File: src/hdl/empp_pkg.sv
package empp_pkg;

  // ==========================================================
  // widths
  localparam int ADDR_W     = 16;
  localparam int DATA_W     = 8;
  localparam int STRAP_W    = 3;  // two frequency straps plus clock source strap
  localparam int FREQ_LO    = 0;  // frequency strap field, bits 1:0
  localparam int FREQ_HI    = 1;
  localparam int CLKSRC_BIT = 2;  // clock source strap sits on address bit 2

  // ==========================================================
  // strap encodings
  localparam logic [1:0] FREQ_24M  = 2'h0;
  localparam logic [1:0] FREQ_48M  = 2'h3;
  localparam logic       CLKSRC_XTAL = 1'h0;
  localparam logic       CLKSRC_EXT  = 1'h1;

  // ==========================================================
  // reset values of the pin side
  localparam logic [STRAP_W-1:0] PULLDOWN_RST = 3'h7;
  localparam logic [STRAP_W-1:0] STRAP_RST    = 3'h0;
  localparam logic [ADDR_W-1:0]  ADDR_RST     = 16'h0000;
  localparam logic [DATA_W-1:0]  DATA_RST     = 8'h00;

  // ==========================================================
  // strobe timing
  localparam int CLK_PERIOD_NS = 10;
  localparam int STROBE_NS     = 70;  // least strobe low time
  localparam int STROBE_CYC    = (STROBE_NS + CLK_PERIOD_NS - 1) / CLK_PERIOD_NS;
  localparam int CNT_W         = 4;
  localparam logic [CNT_W-1:0] STROBE_LAST = CNT_W'(STROBE_CYC - 1);
  localparam logic [CNT_W-1:0] CNT_ZERO    = 4'h0;
  localparam logic [CNT_W-1:0] CNT_ONE     = 4'h1;

  // ==========================================================
  // access sequencer states
  typedef enum logic [1:0] {
    EMPP_IDLE   = 2'b00,
    EMPP_SETUP  = 2'b01,
    EMPP_STROBE = 2'b10,
    EMPP_HOLD   = 2'b11
  } empp_state_t;

endpackage

File: src/hdl/empp_strap_if.sv
// ==========================================================
// strap results handed from the strap catcher to the port
interface empp_strap_if;
  logic [empp_pkg::STRAP_W-1:0] strap_q;     // latched strap levels
  logic                         captured;    // straps latched, pins back on address duty
  logic [empp_pkg::STRAP_W-1:0] pulldown_en; // weak pull-down enables

  modport src (output strap_q, output captured, output pulldown_en);
  modport snk (input strap_q, input captured, input pulldown_en);
endinterface

File: src/hdl/empp_strap.sv
module empp_strap (
  // clock and reset
  input  wire logic                          clk,
  input  wire logic                          rstn,
  // strap pin levels
  input  wire logic [empp_pkg::STRAP_W-1:0]  strap_pin,
  // results
  empp_strap_if.src                          st
);

  logic [empp_pkg::STRAP_W-1:0] s1_q, s2_q, s3_q;
  logic [empp_pkg::STRAP_W-1:0] strap_q, strap_d;
  logic                         cap_q, cap_d;
  logic [empp_pkg::STRAP_W-1:0] pd_q, pd_d;

  // ==========================================================
  // pin synchroniser, unreset so it samples during chip reset
  always_ff @(posedge clk) begin
    s1_q <= strap_pin;
    s2_q <= s1_q;
    s3_q <= s2_q;
  end

  // ==========================================================
  // capture once after release, when stages two and three agree
  always_comb begin
    strap_d = strap_q;
    cap_d   = cap_q;
    pd_d    = pd_q;
    if (!cap_q && (s2_q == s3_q)) begin
      strap_d = s3_q;
      cap_d   = 1'b1;
      pd_d    = '0;
    end
  end

  // pull-downs on from reset until the straps are taken
  always_ff @(posedge clk or negedge rstn) begin
    if (!rstn) begin
      strap_q <= empp_pkg::STRAP_RST;
      cap_q   <= 1'b0;
      pd_q    <= empp_pkg::PULLDOWN_RST;
    end else begin
      strap_q <= strap_d;
      cap_q   <= cap_d;
      pd_q    <= pd_d;
    end
  end

  assign st.strap_q     = strap_q;
  assign st.captured    = cap_q;
  assign st.pulldown_en = pd_q;

endmodule // empp_strap

File: src/hdl/empp_port.sv
// What this block does
// - Sample strap pins during reset; latch their values when reset releases.
// - Frequency strap 00 means 24 MHz, 11 means 48 MHz; others reserved.
// - Weak pull-downs on strap pins during reset, off after straps latch.
// - After capture the strap pins become the low address bits.
// - Drive the address bus to select external memory locations.
// - Strap-one pins float while halted, wake line quiet and sleep set.
// - Strap-zero pins drive like upper address pins except during reset.
// - Write strobe goes low to write external memory.
// - Read strobe goes low to read external memory.
// - Chip enable low unless the low-power condition holds.
// - Chip enable held high throughout reset.
// - Data bus used only when internal ROM select reads zero.
// - Clock source strap: zero crystal 24 MHz, one external clock.
module empp_port (
  // clock and reset
  input  wire logic                         clk,
  input  wire logic                         rstn,
  // processor access side
  input  wire logic                         acc_req,
  input  wire logic                         acc_write,
  input  wire logic [empp_pkg::ADDR_W-1:0]  acc_addr,
  input  wire logic [empp_pkg::DATA_W-1:0]  acc_wdata,
  output logic                              acc_ready,
  output logic                              acc_done,
  output logic      [empp_pkg::DATA_W-1:0]  acc_rdata,
  // power and mode controls
  input  wire logic                         cpu_halt_flag,
  input  wire logic                         wake_interrupt_line,
  input  wire logic                         sleep_bit,
  input  wire logic                         internal_rom_select,
  // latched strap results
  output logic                              strap_valid,
  output logic                              clk_freq_48m,
  output logic                              clk_freq_reserved,
  output logic                              ext_clock_source,
  // memory pins
  output logic      [empp_pkg::ADDR_W-1:0]  mem_address_bus,
  input  wire logic [empp_pkg::STRAP_W-1:0] low_address_bits_in,
  output logic      [empp_pkg::STRAP_W-1:0] low_address_bits_oe,
  output logic      [empp_pkg::STRAP_W-1:0] strap_pulldown_en,
  input  wire logic [empp_pkg::DATA_W-1:0]  mem_data_bus_in,
  output logic      [empp_pkg::DATA_W-1:0]  mem_data_bus_out,
  output logic                              mem_data_bus_oe,
  output logic                              mem_read_strobe_n,
  output logic                              mem_write_strobe_n,
  output logic                              mem_chip_enable_n
);

  empp_strap_if st ();

  // ==========================================================
  // strap catcher
  empp_strap u_strap (
    .clk       (clk),
    .rstn      (rstn),
    .strap_pin (low_address_bits_in),
    .st        (st.src)
  );

  // ==========================================================
  // wake line and data pin synchronisers
  logic w1_q, w2_q, w3_q;
  logic wake_q, wake_d;
  logic [empp_pkg::DATA_W-1:0] d1_q, d2_q, d3_q;
  logic [empp_pkg::DATA_W-1:0] din_q, din_d;

  // a pin change counts only once stages two and three agree
  always_comb begin
    wake_d = wake_q;
    din_d  = din_q;
    if (w2_q == w3_q) begin
      wake_d = w3_q;
    end
    if (d2_q == d3_q) begin
      din_d = d3_q;
    end
  end

  always_ff @(posedge clk or negedge rstn) begin
    if (!rstn) begin
      w1_q   <= 1'b0;
      w2_q   <= 1'b0;
      w3_q   <= 1'b0;
      wake_q <= 1'b0;
      d1_q   <= empp_pkg::DATA_RST;
      d2_q   <= empp_pkg::DATA_RST;
      d3_q   <= empp_pkg::DATA_RST;
      din_q  <= empp_pkg::DATA_RST;
    end else begin
      w1_q   <= wake_interrupt_line;
      w2_q   <= w1_q;
      w3_q   <= w2_q;
      wake_q <= wake_d;
      d1_q   <= mem_data_bus_in;
      d2_q   <= d1_q;
      d3_q   <= d2_q;
      din_q  <= din_d;
    end
  end

  // ==========================================================
  // low-power condition
  logic low_power;
  assign low_power = cpu_halt_flag && !wake_q && sleep_bit;

  // ==========================================================
  // access sequencer
  empp_pkg::empp_state_t         state_q, state_d;
  logic [empp_pkg::CNT_W-1:0]    cnt_q, cnt_d;
  logic                          wr_q, wr_d;
  logic [empp_pkg::ADDR_W-1:0]   addr_q, addr_d;
  logic [empp_pkg::DATA_W-1:0]   wdata_q, wdata_d;
  logic [empp_pkg::DATA_W-1:0]   rdata_q, rdata_d;
  logic                          done_q, done_d;
  logic                          ready_q, ready_d;
  logic                          rd_n_q, rd_n_d;
  logic                          wr_n_q, wr_n_d;
  logic                          doe_q, doe_d;
  logic                          take;

  assign take = acc_req && ready_q;

  always_comb begin
    state_d = state_q;
    cnt_d   = cnt_q;
    wr_d    = wr_q;
    addr_d  = addr_q;
    wdata_d = wdata_q;
    rdata_d = rdata_q;
    done_d  = 1'b0;
    case (state_q)
      empp_pkg::EMPP_IDLE: begin
        if (take) begin
          state_d = empp_pkg::EMPP_SETUP;
          wr_d    = acc_write;
          addr_d  = acc_addr;
          wdata_d = acc_wdata;
        end
      end
      empp_pkg::EMPP_SETUP: begin
        state_d = empp_pkg::EMPP_STROBE;
        cnt_d   = empp_pkg::STROBE_LAST;
      end
      empp_pkg::EMPP_STROBE: begin
        if (cnt_q == empp_pkg::CNT_ZERO) begin
          state_d = empp_pkg::EMPP_HOLD;
        end else begin
          cnt_d = cnt_q - empp_pkg::CNT_ONE;
        end
      end
      empp_pkg::EMPP_HOLD: begin
        state_d = empp_pkg::EMPP_IDLE;
        done_d  = 1'b1;
        if (!wr_q) begin
          rdata_d = din_q;
        end
      end
      default: begin
        state_d = empp_pkg::EMPP_IDLE;
      end
    endcase
    // strobes come from the next state so they leave flops cleanly
    rd_n_d  = !((state_d == empp_pkg::EMPP_STROBE) && !wr_d);
    wr_n_d  = !((state_d == empp_pkg::EMPP_STROBE) && wr_d);
    doe_d   = (state_d != empp_pkg::EMPP_IDLE) && wr_d;
    ready_d = (state_d == empp_pkg::EMPP_IDLE) && !take && st.captured
              && !low_power && !internal_rom_select;
  end

  always_ff @(posedge clk or negedge rstn) begin
    if (!rstn) begin
      state_q <= empp_pkg::EMPP_IDLE;
      cnt_q   <= empp_pkg::CNT_ZERO;
      wr_q    <= 1'b0;
      addr_q  <= empp_pkg::ADDR_RST;
      wdata_q <= empp_pkg::DATA_RST;
      rdata_q <= empp_pkg::DATA_RST;
      done_q  <= 1'b0;
      ready_q <= 1'b0;
      rd_n_q  <= 1'b1;
      wr_n_q  <= 1'b1;
      doe_q   <= 1'b0;
    end else begin
      state_q <= state_d;
      cnt_q   <= cnt_d;
      wr_q    <= wr_d;
      addr_q  <= addr_d;
      wdata_q <= wdata_d;
      rdata_q <= rdata_d;
      done_q  <= done_d;
      ready_q <= ready_d;
      rd_n_q  <= rd_n_d;
      wr_n_q  <= wr_n_d;
      doe_q   <= doe_d;
    end
  end

  // ==========================================================
  // chip enable and low address drive
  logic                          ce_n_q, ce_n_d;
  logic [empp_pkg::STRAP_W-1:0]  loe_q, loe_d;

  logic [empp_pkg::STRAP_W-1:0]  pin_float;

  // strap-one pins float in low power, strap-zero pins drive whenever the straps are captured
  for (genvar i = 0; i < empp_pkg::STRAP_W; i++) begin : g_low_oe
    assign pin_float[i] = st.strap_q[i] && low_power;
  end

  always_comb begin
    ce_n_d = !st.captured || low_power;
    loe_d  = {empp_pkg::STRAP_W{st.captured}} & ~pin_float;
  end

  always_ff @(posedge clk or negedge rstn) begin
    if (!rstn) begin
      ce_n_q <= 1'b1;
      loe_q  <= '0;
    end else begin
      ce_n_q <= ce_n_d;
      loe_q  <= loe_d;
    end
  end

  // ==========================================================
  // strap decode
  logic f48_q, f48_d, frsv_q, frsv_d, ext_q, ext_d;

  always_comb begin
    f48_d  = st.strap_q[empp_pkg::FREQ_HI:empp_pkg::FREQ_LO] == empp_pkg::FREQ_48M;
    frsv_d = st.captured
             && (st.strap_q[empp_pkg::FREQ_HI:empp_pkg::FREQ_LO] != empp_pkg::FREQ_48M)
             && (st.strap_q[empp_pkg::FREQ_HI:empp_pkg::FREQ_LO] != empp_pkg::FREQ_24M);
    ext_d  = st.strap_q[empp_pkg::CLKSRC_BIT] == empp_pkg::CLKSRC_EXT;
  end

  always_ff @(posedge clk or negedge rstn) begin
    if (!rstn) begin
      f48_q  <= 1'b0;
      frsv_q <= 1'b0;
      ext_q  <= 1'b0;
    end else begin
      f48_q  <= f48_d;
      frsv_q <= frsv_d;
      ext_q  <= ext_d;
    end
  end

  // ==========================================================
  // outputs
  assign acc_ready           = ready_q;
  assign acc_done            = done_q;
  assign acc_rdata           = rdata_q;
  assign strap_valid         = st.captured;
  assign clk_freq_48m        = f48_q;
  assign clk_freq_reserved   = frsv_q;
  assign ext_clock_source    = ext_q;
  assign mem_address_bus     = addr_q;
  assign low_address_bits_oe = loe_q;
  assign strap_pulldown_en   = st.pulldown_en;
  assign mem_data_bus_out    = wdata_q;
  assign mem_data_bus_oe     = doe_q;
  assign mem_read_strobe_n   = rd_n_q;
  assign mem_write_strobe_n  = wr_n_q;
  assign mem_chip_enable_n   = ce_n_q;

endmodule // empp_port

File: config.mk
export PLATFORM = sky130hd
export DESIGN_NAME = empp_port
export DESIGN_NICKNAME = d
export VERILOG_FILES = /design/src/hdl/empp_pkg.sv /design/src/hdl/empp_strap_if.sv /design/src/hdl/empp_strap.sv /design/src/hdl/empp_port.sv
export SDC_FILE = /design/constraint.sdc
export NUM_CORES = 1
export LEC_CHECK = 0
export BUFFER_PORTS_ARGS = -buffer_cell sky130_fd_sc_hd__buf_2
export CORE_MARGIN = 2
export CORE_UTILIZATION = 52
export CTS_CLUSTER_DIAMETER = 150
export DETAILED_ROUTE_END_ITERATION = 10
export PLACE_DENSITY = 0.79
export REMOVE_ABC_BUFFERS = 1
export SYNTH_ARGS = -nofsm -noshare
export SYNTH_HDL_FRONTEND = slang
export SYNTH_SLANG_ARGS = --single-unit
File: constraint.sdc
create_clock -name clk -period 2.2 [get_ports clk]
set_clock_uncertainty 0.05 [all_clocks]
set_input_delay 0 -clock clk [delete_from_list [all_inputs] [get_ports clk]]
set_output_delay 0 -clock clk [all_outputs]
set_load 0.1 [all_outputs]
==> reports/qor.yml <==
status:
  run_status: "completed"
worst_setup_path:
  cp.arrival_ps: 2050
  cp-end-kind: "register"
  slowest_delay_ps: 440
  r2r-end: "mem_write_strobe_n"
  crit_path_start_kind: "register"
  ff2ff_path_depth: 6
  slowest_stage: "or3b_4"
  crit_end: "mem_write_strobe_n"
  path_class: "register to register"
  r2r_slack_ps: 400
  critPathRequiredTime_ps: 2450
  cp_cell_sequence: "inv_1 > ha_1 > or3b_4 > a221oi_4 > nor2b_1 > nand2_1"
  startpoint: "cnt_q[0]"
  r2r-start: "cnt_q[0]"
  cp_max_fo: 4
final_layout:
  nNetsFinal: 413
  drive_gt1_share_pct: 42.8
  design_area_um2: 4720
  layoutNonFillerInstCount: 446
  area_growth_pct: 34.5
  diodes: 0
  fillers: 403
grt:
  antenna_found_initial: 0
  grt-ovfl-total: 0
  grt_first_pass_wirelength_um: 11000
  grt_pass1_vias: 2369
  grt_max_degree: 66
  grt_usage_pct: 19.2
synth:
  synth_edf_count: 0
  avgSynthCellArea_um2: 15.7
  synthDistinctLibCells: 33
  yosysWarnings: 0
  seq_area_frac_synth_pct: 70.8
  ys.flop_type: "dfrtp_1"
  ys_top_cells_by_count: "88 x dfrtp_1, 40 x mux2_2, 10 x xor2_1"
  async_reset_ff_share_pct: 91.1
  netlist_instances: 224
  synth_area_leaders: "dfrtp_1 63%, mux2_2 13%, dfxtp_1 5.1%"
  yosys.area.top_type: "dfrtp_1"
  synth.most_common_cell: "dfrtp_1"
  netlist_area_um2: 3510
  ys_ff_latch: 101
  synth_top_area_share_pct: 62.7
die:
  row_count: 29
  io_pins: 91
  initial_utilization_pct: 54.4
  die_h_um: 86.2
  core_um2: 6460
  fp.dieW_um: 86.2
  dieArea_um2: 7430
timing:
  fmax_ghz: 0.554
  fin_setup_tns_ps: 0
  fin_crit_ps: 1800
  finalSetupViolCount: 0
  worst_slew_pin_slew_ps: 575
  finalHoldViolations: 0
  rsz0062_at_grt: "no"
  slew_violations: 0
  slew_headroom_pct: 61.3
  layout_worst_path_cycle_share_pct: 82.0
  holdWs_ps: 43.7
min_path:
  hold_path_class: "input pin to async pin"
clock_network:
  clkTransAtPathRegs_ps: 100
  cts_root_buf: "clkbuf_8"
  cts_tree: "built"
  cts_buffers: 9
  cts_resized: 0
  clock_path_buffers: 2
  post_cts_buffers: 0
  cts.sinks: 101
  cts_max_level: 3
  clock_latency_ps: 360
detailed_routing:
  drt_iter0_markers: 118
  postRouteAntennaNets: 0
  wl_per_cell_um: 14.8
  vias: 2179
  firstDrtPassIters: 4
  drt_drc_violations_left: 0
  viasPerCell: 4.89
  routed_wl_um: 6620
place:
  dp_cells: 388
  placed_area_um2: 4070
  gp_congestion: 0.738
  dp.final_hpwl_um: 4110
  portBuffers: 90
flow_run:
  maxCapViolCount: 0
==> repair_timing <==
action / CTS / global route
endpoints found under the hold margin: 130 / 1
endpoints found under the setup margin: 0 / 0
hold buffers: 40 / 2
==> logic make-up after synthesis <==
family                     after synthesis  synth area share, %
AOI/OAI and AO/OA                       15                 3.17
xor gates and xnor gates                12                 2.99
adders and majority gates                7                 2.42
buffers and inverters                   13                 1.67
DFF                                    101                 70.8
muxes                                   44                 14.2
and+or+nand+nor                         32                 4.70
==> state kept, by name (all words and copies together) (netlist names), 2 cells and up <==
signal               flops
d2_q                     8
u_strap.s3_q             3
din_q                    8
d3_q                     8
u_strap.st.strap_q       3
cnt_q                    4
mem_data_bus_out         8
mem_address_bus         16
d1_q                     8
u_strap.s1_q             3
state_q                  2
acc_rdata                8
low_address_bits_oe      3
u_strap.s2_q             3
==> worst max-delay path, delay by kind of cell (launching register included) <==
| family | cells | cell delay, ps |
|---|---|---|
| simple gates | 3 | 640 |
| compound gates | 1 | 350 |
| fa+ha+maj | 1 | 220 |
| flops | 1 | 380 |
| buf+inv | 1 | 110 |
==> per-stage QoR <==
step | setup WS [ps] | utilization (%)
2_1_floorplan | -284 | -
3_3_place_gp | 521 | 62.9
3_5_place_dp | 450 | 62.9
4_1_cts | 428 | 72.8
5_1_grt | 291 | 73.1
6_report | 396 | 73.1
==> metal layers <==
layer	vias up	GRT usage (%)	routed length (um)
li1	1042	-	-
met1	1065	22.4	2660
met2	56	34.5	3550
met3	16	4.29	255
met4	0	7.81	154
met5	-	0	0
==> layout by cell type (no fill, tap or decap), drive strengths merged, types with 2 or more instances in the layout <==
master        n
xnor2         2
dlygate4sd3  42
and2          2
xor2         10
nor3          3
inv          10
nor2          9
mux2         42
nand2         7
dfrtp        88
dfxtp         9
nor2b         3
mux2i         2
nor4          3
bufinv        2
clkbuf        9
ha            6
o31ai         2
dfstp         4
o21ai         6
buf          93
a21oi         3
==> worst min-delay path by stage <==
stage	startpoint	slack [ps]	cells after the start	endpoint
after global routing	rstn	70	2	w1_q
after floorplan	rstn	-350	0	acc_done
after detailed placement	rstn	-110	1	w1_q
after CTS	cpu_halt_flag	10	3	mem_chip_enable_n
final	rstn	40	2	w1_q
after global placement	rstn	-110	1	w1_q
==> cell type report <==
| cell class | count | area (um^2) | area share, % |
|---|---|---|---|
| Clock buffer | 9 | 124 | 2.62 |
| Clock inverter | 7 | 115 | 2.44 |
| Inverter | 7 | 26.3 | 0.556 |
| Multi-Input combinational cell | 110 | 967 | 20.5 |
| Sequential cell | 101 | 2490 | 52.6 |
| Tap cell | 77 | 96.3 | 2.04 |
| Timing Repair Buffer | 135 | 908 | 19.2 |
Power is left out: the tool's default activity adds up to more than one toggle a clock period on the data nets, which glitch-free logic cannot reach.
